==> src/rtl/cmd_timing_pkg.sv <==
// Constants, types and timing parameters for the command timing unit.
// Assumes a single clock domain, one cycle per processor clock.
// Overview of operation
// - Pointer port write picks a parameter; next data port write loads it while speed_unlocked is high.
// - Index comes from data bits 7,6,3,2; indices two and eleven unused.
// - Pointer and data ports are write-only; reads get no answer.
// - Latch strobe rises 0 to 3 clocks after address strobe; default 0.
// - Latch strobe lasts 1 to 3 clocks; default 1.
// - Command delay counts clocks from end of status state to command.
// - Narrow memory and all bus I/O use narrow command delay; default 1.
// - Narrow cycles insert narrow wait states; default 4.
// - Wide I/O cycles use wide I/O wait states; default 1.
// - Wide memory cycles: delay default 0, waits default 1.
// - Zero-wait signal ends a cycle only after minimum waits; default 0.
// - Local cycles: separate read and write wait counts, both default 1.
// - Local memory cycles always use zero command delay.
// - Local I/O cycles use local I/O command delay; default 1.
// - Local I/O uses local waits, stretched while channel ready is low.
// - Each wait state adds two processor clocks.
// - High-speed mode may add one extra wait state for sync.
// - Coprocessor error while coprocessor busy is active latches busy output to CPU low.
// - A write to clear-busy port clears latch unless a coprocessor error is present that clock; data ignored.
// - Any write to coprocessor reset port pulses coprocessor reset.
// - Once cleared, busy output follows coprocessor busy input again.
// - Coprocessor reset also asserts while system reset is active.
package cmd_timing_pkg;
  localparam logic [7:0] ptr_port_addr    = 8'h72;
  localparam logic [7:0] data_port_addr   = 8'h73;
  localparam logic [7:0] busy_clr_addr    = 8'hf0;
  localparam logic [7:0] cop_rst_addr     = 8'hf1;
  localparam int         ptr_bit_3        = 7;
  localparam int         ptr_bit_2        = 6;
  localparam int         ptr_bit_1        = 3;
  localparam int         ptr_bit_0        = 2;
  localparam logic [3:0] idx_strobe_delay = 4'h0;
  localparam logic [3:0] idx_strobe_width = 4'h1;
  localparam logic [3:0] idx_narrow_delay = 4'h3;
  localparam logic [3:0] idx_narrow_wait  = 4'h4;
  localparam logic [3:0] idx_wide_io_wait = 4'h5;
  localparam logic [3:0] idx_wide_mem_dly = 4'h6;
  localparam logic [3:0] idx_wide_mem_ws  = 4'h7;
  localparam logic [3:0] idx_zero_min     = 4'h8;
  localparam logic [3:0] idx_local_rd_ws  = 4'h9;
  localparam logic [3:0] idx_local_wr_ws  = 4'ha;
  localparam logic [3:0] idx_local_io_dly = 4'hc;
  localparam logic [1:0] rst_strobe_delay = 2'h0;
  localparam logic [1:0] rst_strobe_width = 2'h1;
  localparam logic [1:0] min_strobe_width = 2'h1;
  localparam logic [3:0] rst_narrow_delay = 4'h1;
  localparam logic [3:0] rst_narrow_wait  = 4'h4;
  localparam logic [3:0] rst_wide_io_wait = 4'h1;
  localparam logic [3:0] rst_wide_mem_dly = 4'h0;
  localparam logic [3:0] rst_wide_mem_ws  = 4'h1;
  localparam logic [3:0] rst_zero_min     = 4'h0;
  localparam logic [3:0] rst_local_rd_ws  = 4'h1;
  localparam logic [3:0] rst_local_wr_ws  = 4'h1;
  localparam logic [3:0] rst_local_io_dly = 4'h1;
  localparam logic [5:0] clks_per_wait    = 6'h02;
  localparam int         cop_rst_ns       = 100;
  localparam int         clk_period_ns    = 4;
  localparam logic [7:0] cop_rst_cycles   =
    8'((cop_rst_ns + clk_period_ns - 1) / clk_period_ns);

  typedef struct packed {
    logic       strobe;
    logic       is_write;
    logic [7:0] addr;
    logic [7:0] data;
  } io_write_t;

  typedef struct packed {
    logic       is_mem;
    logic       is_write;
    logic       local_sel;
    logic       wide_mem;
    logic       wide_io;
  } cycle_class_t;

  typedef struct packed {
    logic [1:0] strobe_delay;
    logic [1:0] strobe_width;
    logic [3:0] narrow_delay;
    logic [3:0] narrow_wait;
    logic [3:0] wide_io_wait;
    logic [3:0] wide_mem_dly;
    logic [3:0] wide_mem_ws;
    logic [3:0] zero_min;
    logic [3:0] local_rd_ws;
    logic [3:0] local_wr_ws;
    logic [3:0] local_io_dly;
  } timing_regs_t;

  typedef enum logic [2:0] {
    st_idle   = 3'b000,
    st_status = 3'b001,
    st_delay  = 3'b010,
    st_cmd    = 3'b011,
    st_hold   = 3'b100
  } cyc_state_t;
endpackage

==> src/rtl/cmd_timing.sv <==
// Programmable command timing unit with coprocessor busy and reset logic.
// Assumes all inputs synchronous to clk, which is the processor clock.
`timescale 1ns/1ps
module cmd_timing (
  // Clock and reset
  input  wire logic                        clk,
  input  wire logic                        nrst,
  input  wire logic                        sys_reset,
  // I/O write port from the CPU
  input  wire cmd_timing_pkg::io_write_t   io_wr,
  // Cycle start and class
  input  wire logic                        addr_strobe,
  input  wire cmd_timing_pkg::cycle_class_t cyc,
  input  wire logic                        high_speed,
  input  wire logic                        sync_extra,
  input  wire logic                        zero_wait_n,
  input  wire logic                        chan_ready,
  input  wire logic                        speed_unlocked,
  // Bus strobes
  output logic                             bus_latch_strobe,
  output logic                             bus_memory_read_cmd,
  output logic                             bus_memory_write_cmd,
  output logic                             bus_io_read_cmd,
  output logic                             bus_io_write_cmd,
  output logic                             cpu_ready,
  // Coprocessor
  input  wire logic                        cop_busy_n,
  input  wire logic                        cop_error_n,
  output logic                             cpu_busy_output,
  output logic                             cop_reset
);
  import cmd_timing_pkg::*;

  timing_regs_t regs_q;
  logic [3:0]   ptr_q;
  logic         ptr_valid_q;
  logic         busy_latch_q;
  logic [7:0]   cop_rst_cnt_q;
  cyc_state_t   state_q;
  logic [3:0]   delay_cnt_q;
  logic [5:0]   wait_cnt_q;
  logic [5:0]   wait_total_q;
  logic [5:0]   zero_total_q;
  logic [1:0]   lstr_cnt_q;
  logic [1:0]   lstr_w_q;
  logic         lstr_on_q;
  cycle_class_t cls_q;

  // Write decode
  wire wr_ptr  = io_wr.strobe && io_wr.is_write && io_wr.addr == ptr_port_addr;
  wire wr_data = io_wr.strobe && io_wr.is_write
                 && io_wr.addr == data_port_addr;
  wire wr_clr  = io_wr.strobe && io_wr.is_write && io_wr.addr == busy_clr_addr;
  wire wr_crst = io_wr.strobe && io_wr.is_write && io_wr.addr == cop_rst_addr;
  wire [3:0] wr_idx = {io_wr.data[ptr_bit_3], io_wr.data[ptr_bit_2],
                       io_wr.data[ptr_bit_1], io_wr.data[ptr_bit_0]};
  wire load = wr_data && ptr_valid_q && speed_unlocked;

  // Parameter registers
  always_ff @(posedge clk or negedge nrst) begin
    if (!nrst) begin
      ptr_q       <= 4'h0;
      ptr_valid_q <= 1'b0;
    end else if (wr_ptr) begin
      ptr_q       <= wr_idx;
      ptr_valid_q <= 1'b1;
    end else if (wr_data) begin
      ptr_valid_q <= 1'b0;
    end
  end

  always_ff @(posedge clk or negedge nrst) begin
    if (!nrst) begin
      regs_q <= '{rst_strobe_delay, rst_strobe_width, rst_narrow_delay,
                  rst_narrow_wait, rst_wide_io_wait, rst_wide_mem_dly,
                  rst_wide_mem_ws, rst_zero_min, rst_local_rd_ws,
                  rst_local_wr_ws, rst_local_io_dly};
    end else if (load) begin
      unique case (ptr_q)
        idx_strobe_delay: regs_q.strobe_delay <= io_wr.data[1:0];
        idx_strobe_width: regs_q.strobe_width <= io_wr.data[1:0];
        idx_narrow_delay: regs_q.narrow_delay <= io_wr.data[3:0];
        idx_narrow_wait:  regs_q.narrow_wait  <= io_wr.data[3:0];
        idx_wide_io_wait: regs_q.wide_io_wait <= io_wr.data[3:0];
        idx_wide_mem_dly: regs_q.wide_mem_dly <= io_wr.data[3:0];
        idx_wide_mem_ws:  regs_q.wide_mem_ws  <= io_wr.data[3:0];
        idx_zero_min:     regs_q.zero_min     <= io_wr.data[3:0];
        idx_local_rd_ws:  regs_q.local_rd_ws  <= io_wr.data[3:0];
        idx_local_wr_ws:  regs_q.local_wr_ws  <= io_wr.data[3:0];
        idx_local_io_dly: regs_q.local_io_dly <= io_wr.data[3:0];
        default: ;
      endcase
    end
  end

  // Cycle classification
  wire [3:0] sel_delay = cyc.local_sel ? (cyc.is_mem ? 4'h0
                                          : regs_q.local_io_dly)
                       : (cyc.is_mem && cyc.wide_mem) ? regs_q.wide_mem_dly
                       : regs_q.narrow_delay;
  wire [3:0] sel_ws = cyc.local_sel ? (cyc.is_write ? regs_q.local_wr_ws
                                       : regs_q.local_rd_ws)
                    : (cyc.is_mem && cyc.wide_mem) ? regs_q.wide_mem_ws
                    : (!cyc.is_mem && cyc.wide_io) ? regs_q.wide_io_wait
                    : regs_q.narrow_wait;
  wire [4:0] ws_eff = {1'b0, sel_ws} + 5'(high_speed && sync_extra);
  wire [5:0] ws_clks = 6'({1'b0, ws_eff} * clks_per_wait);
  wire [5:0] zm_clks = 6'({2'h0, regs_q.zero_min} * clks_per_wait);
  wire [1:0] lw_eff = (regs_q.strobe_width < min_strobe_width)
                      ? min_strobe_width : regs_q.strobe_width;

  wire zero_end = !zero_wait_n && wait_cnt_q >= zero_total_q;
  wire wait_end = (wait_cnt_q >= wait_total_q || zero_end)
                  && (chan_ready || !cls_q.local_sel || cls_q.is_mem);

  // Cycle sequencer
  always_ff @(posedge clk or negedge nrst) begin
    if (!nrst) begin
      state_q      <= st_idle;
      cls_q        <= '0;
      delay_cnt_q  <= 4'h0;
      wait_cnt_q   <= 6'h00;
      wait_total_q <= 6'h00;
      zero_total_q <= 6'h00;
    end else begin
      unique case (state_q)
        st_idle: if (addr_strobe) begin
          state_q      <= st_status;
          cls_q        <= cyc;
          delay_cnt_q  <= sel_delay;
          wait_total_q <= ws_clks;
          zero_total_q <= zm_clks;
          wait_cnt_q   <= 6'h00;
        end
        st_status: state_q <= (delay_cnt_q == 4'h0) ? st_cmd : st_delay;
        st_delay: begin
          delay_cnt_q <= delay_cnt_q - 4'h1;
          if (delay_cnt_q == 4'h1) state_q <= st_cmd;
        end
        st_cmd: begin
          if (wait_end) state_q <= st_hold;
          else if (wait_cnt_q != '1) begin
            wait_cnt_q <= wait_cnt_q + 6'h01;
          end
        end
        st_hold: state_q <= st_idle;
        default: state_q <= st_idle;
      endcase
    end
  end

  // Latch strobe timing
  always_ff @(posedge clk or negedge nrst) begin
    if (!nrst) begin
      lstr_cnt_q <= 2'h0;
      lstr_w_q   <= 2'h0;
      lstr_on_q  <= 1'b0;
    end else if (state_q == st_idle && addr_strobe) begin
      lstr_cnt_q <= regs_q.strobe_delay;
      lstr_w_q   <= lw_eff;
      lstr_on_q  <= 1'b1;
    end else if (lstr_on_q && lstr_cnt_q != 2'h0) begin
      lstr_cnt_q <= lstr_cnt_q - 2'h1;
    end else if (lstr_on_q) begin
      lstr_w_q  <= lstr_w_q - 2'h1;
      lstr_on_q <= (lstr_w_q != 2'h1);
    end
  end

  wire in_cmd = state_q == st_cmd;
  assign bus_latch_strobe     = lstr_on_q && lstr_cnt_q == 2'h0;
  assign bus_memory_read_cmd  = in_cmd && cls_q.is_mem && !cls_q.is_write;
  assign bus_memory_write_cmd = in_cmd && cls_q.is_mem && cls_q.is_write;
  assign bus_io_read_cmd      = in_cmd && !cls_q.is_mem && !cls_q.is_write;
  assign bus_io_write_cmd     = in_cmd && !cls_q.is_mem && cls_q.is_write;
  assign cpu_ready            = state_q == st_hold;

  // Coprocessor busy latch and reset
  wire cop_err = !cop_error_n && !cop_busy_n;
  always_ff @(posedge clk or negedge nrst) begin
    if (!nrst) begin
      busy_latch_q <= 1'b0;
    end else if (cop_err) begin
      busy_latch_q <= 1'b1;
    end else if (wr_clr || cop_reset) begin
      busy_latch_q <= 1'b0;
    end
  end

  always_ff @(posedge clk or negedge nrst) begin
    if (!nrst) begin
      cop_rst_cnt_q <= 8'h00;
    end else if (wr_crst) begin
      cop_rst_cnt_q <= cop_rst_cycles;
    end else if (cop_rst_cnt_q != 8'h00) begin
      cop_rst_cnt_q <= cop_rst_cnt_q - 8'h01;
    end
  end

  assign cop_reset       = sys_reset || cop_rst_cnt_q != 8'h00;
  assign cpu_busy_output = cop_busy_n && !busy_latch_q;
endmodule // cmd_timing

==> config.mk <==
export PLATFORM = sky130hd
export DESIGN_NAME = cmd_timing
export DESIGN_NICKNAME = d
export VERILOG_FILES = /design/src/rtl/cmd_timing_pkg.sv /design/src/rtl/cmd_timing.sv
export SDC_FILE = /design/constraint.sdc
export NUM_CORES = 1
export LEC_CHECK = 0
export BUFFER_PORTS_ARGS = -buffer_cell sky130_fd_sc_hd__buf_4
export CORE_ASPECT_RATIO = 0.9
export CORE_UTILIZATION = 59
export DETAILED_ROUTE_END_ITERATION = 8
export PLACE_DENSITY = 0.79
export RECOVER_POWER = 25
export SYNTH_ARGS = -nofsm -noshare
export SYNTH_HDL_FRONTEND = slang
export SYNTH_SLANG_ARGS = --single-unit
==> constraint.sdc <==
create_clock -name clk -period 3.1 [get_ports clk]
set_clock_uncertainty 0.2 [all_clocks]
set_input_delay 0.155 -clock clk [delete_from_list [all_inputs] [get_ports clk]]
set_output_delay 0.155 -clock clk [all_outputs]
set_load 0.1 [all_outputs]
==> flow_summary_export.csv <==
group,metric,value,unit
synthesis,synth_fp_nets,471,
timing,rsz0062_at_grt,"no",
layout,layout-drive-gt1-share,25.68,%
layout,final_common_cell,"dfrtp_1",
job,cap_violations,1,
drt,routed_via_density,5.657,
drt,first_iter_violations,154,
clocking,clk_path_buf_depth,2,
synthesis,synth_ff_type,"dfrtp_1",
timing,hold_slack,0.06445,ns
timing,timing.final.ws_setup,0.2977,ns
placed_design,dpl.hpwl,5980,um
critical_path,worstPathArrival,2.89,ns
critical_path,critical_path_class,"reg2reg",
die,die_w,93.27,um
clocking,postCtsResizedCells,0,
placed_design,gp_congestion,0.8111,
synthesis,yosysWarningCount,0,
synthesis,yosysSeqAreaShare,47.75,%
layout,final_cell_mix,"76 x dfrtp_1, 51 x nand2_1, 47 x mux2_2, 39 x buf_4, 32 x nor2_1",
status,outcome,"finished, violations left",
drt,dr.pass1.iters,4,
critical_path,start_kind,"flip-flop",
placed_design,pre_cts_ws,0.4465,ns
drt,wl_per_cell,15.29,um
die,ioPinCount,42,
critical_path,worst-path-max-fanout,7,
clocking,clock_latency,0.36,ns
layout,instances_no_fill,568,
global_route,grt_usage,24.71,%
drt,via_count,3213,
layout,postLayoutCoreUtil,71.99,%
layout,diodes,0,
timing,tightestPinTransition,2.047,ns
global_route,grt_pass1_wl,14900,um
clocking,cts_tree,"done",
placed_design,port_buffers,39,
timing,period_needed,2.802,ns
die,core,7148,um^2
global_route,grt_max_degree,85,
clocking,clk_pin_slew,0.08,ns
critical_path,end_kind,"flip-flop",
power_and_ir_drop,power_density,690.3,nW/um^2
timing,final-hold-violation-count,0,
synthesis,synth_cell_type_count,54,
drt,drc,0,
global_route,antenna_found_initial,0,
clocking,ctsRootBufferMaster,"clkbuf_8",
synthesis,synth_cells,419,
placed_design,dp_cells,537,
clocking,htreeDepth,3,
timing,setup_tns,0,ns
synthesis,syn_area,4423,um^2
global_route,grt_pass1_vias,3176,
power_and_ir_drop,p_leak,2.409,nW
timing,slew-limit-headroom,-36.49,%
power_and_ir_drop,ir_drop,0.4896,mV
drt,postRouteWirelength,8682,um
synthesis,yosys_register_bits,84,
synthesis,synth_edf_count,0,
die,start_util,61.88,%
synthesis,ys_async_sr_fraction,100.0,%
clocking,numCtsBuffers,9,
timing,final_max_slew_viol_count,85,
status,violations,"capacitance limit, slew limit",
timing,setup_viol,0,
die,dieHeight,84.14,um
synthesis,avgSynthCellArea,10.56,um^2
layout,syn2layout_area_growth,16.35,%
timing,fmax,356.9,MHz
global_route,gr-total-overflow,0,
drt,antenna_left,0,
die,dieArea,7847,um^2
critical_path,crit_required,3.19,ns
timing,fin_crit_sh,90.40,%
layout,nets,522,
clocking,clock_sinks,84,
hold_path,hold_class,"in2reg",
layout,n_fill_cell,515,
die,placementRows,29,
[cell usage after synthesis (all sizes together) (7+ instances only)]
master | instances | area [um^2]
dfrtp | 76 | 1902
nand3 | 11 | 55.05
nor2 | 32 | 120.1
clkbuf | 10 | 38.78
dfstp | 8 | 210.2
inv | 19 | 71.32
o21ai | 14 | 70.06
nor3 | 9 | 60.06
ha | 18 | 225.2
a21oi | 17 | 85.08
buf | 7 | 41.29
mux2i | 16 | 160.2
mux2 | 47 | 529.3
a211oi | 9 | 67.56
nand2 | 51 | 191.4
nor2b | 10 | 62.56
[state kept, by name, indices dropped and copies added (netlist names)]
name / cells
ptr_q: 4
busy_latch_q: 1
lstr_w_q: 2
ptr_valid_q: 1
cop_rst_cnt_q: 8
cls_q: 3
zero_total_q: 4
lstr_cnt_q: 2
delay_cnt_q: 4
lstr_on_q: 1
regs_q: 40
wait_total_q: 5
wait_cnt_q: 6
state_q: 3
[power breakdown]
part	switching (mW)	total, mW	internal, mW
sequential	0.184	1.47	1.29
clock	0.376	0.851	0.475
combinational	0.749	1.23	0.483
[through the flow]
step	instance area (um^2)	total power, mW
6_report	5146	3.552
3_5_place_dp	4785	2.708
5_1_grt	5146	3.816
3_3_place_gp	4785	2.644
4_1_cts	5152	3.577
2_1_floorplan	4433	2.412
[cell families after synthesis]
| logic type | count (synthesis) | synth area share [%] |
|---|---|---|
| mux | 63 | 15.59 |
| buf+inv | 36 | 3.423 |
| compound gates | 64 | 9.929 |
| flops | 84 | 47.75 |
| simple gates | 148 | 17.03 |
| xor+xnor | 6 | 1.188 |
| fa+ha+maj | 18 | 5.092 |
[worst max-delay path: stages (launching register included)]
cell	delay, ns
dfrtp_1	0.42
inv_1	0.07
ha_1	0.17
or3b_1	0.41
or3_1	0.49
or2_1	0.27
o22ai_1	0.14
dlygate4sd3_1	0.57
[layout make-up]
cell class	count	area [um^2]	share of cell area, %
clock buffers	12	145.1	2.820
well taps	93	116.4	2.261
multi-input cells	299	2170	42.16
repair buffers	57	459.2	8.923
flip-flops and latches	84	2112	41.04
clock inverters	4	72.57	1.410
inverters	19	71.32	1.386
[repair_timing]
item                      CTS  global route
hold endpoints to repair  129             0
hold buffers               15             0
buffers inserted            0             0
[path summary, 6_finish.rpt]
path	startpoint	to	slack, ns	depth (start not counted)
setup / recovery	cop_rst_cnt_q[0]	busy_latch_q	0.30	7
hold / removal	sync_extra	wait_total_q[1]	0.06	5
setup reg to reg	cop_rst_cnt_q[0]	busy_latch_q	0.30	7
hold reg to reg	regs_q[14]	zero_total_q[3]	0.28	2
max in group asynchronous	nrst	regs_q[31]	0.77	2
min in group asynchronous	nrst	wait_cnt_q[3]	0.72	2
[layer usage]
metal	share of wire, %	up-vias	global-route usage [%]
met5	0	-	0
met4	0.98	0	5.455
met3	3.8	8	5.707
met2	49	67	41.91
met1	46	1566	32.49
li1	-	1572	-
Note: power is estimated with default switching activity, not from simulation.
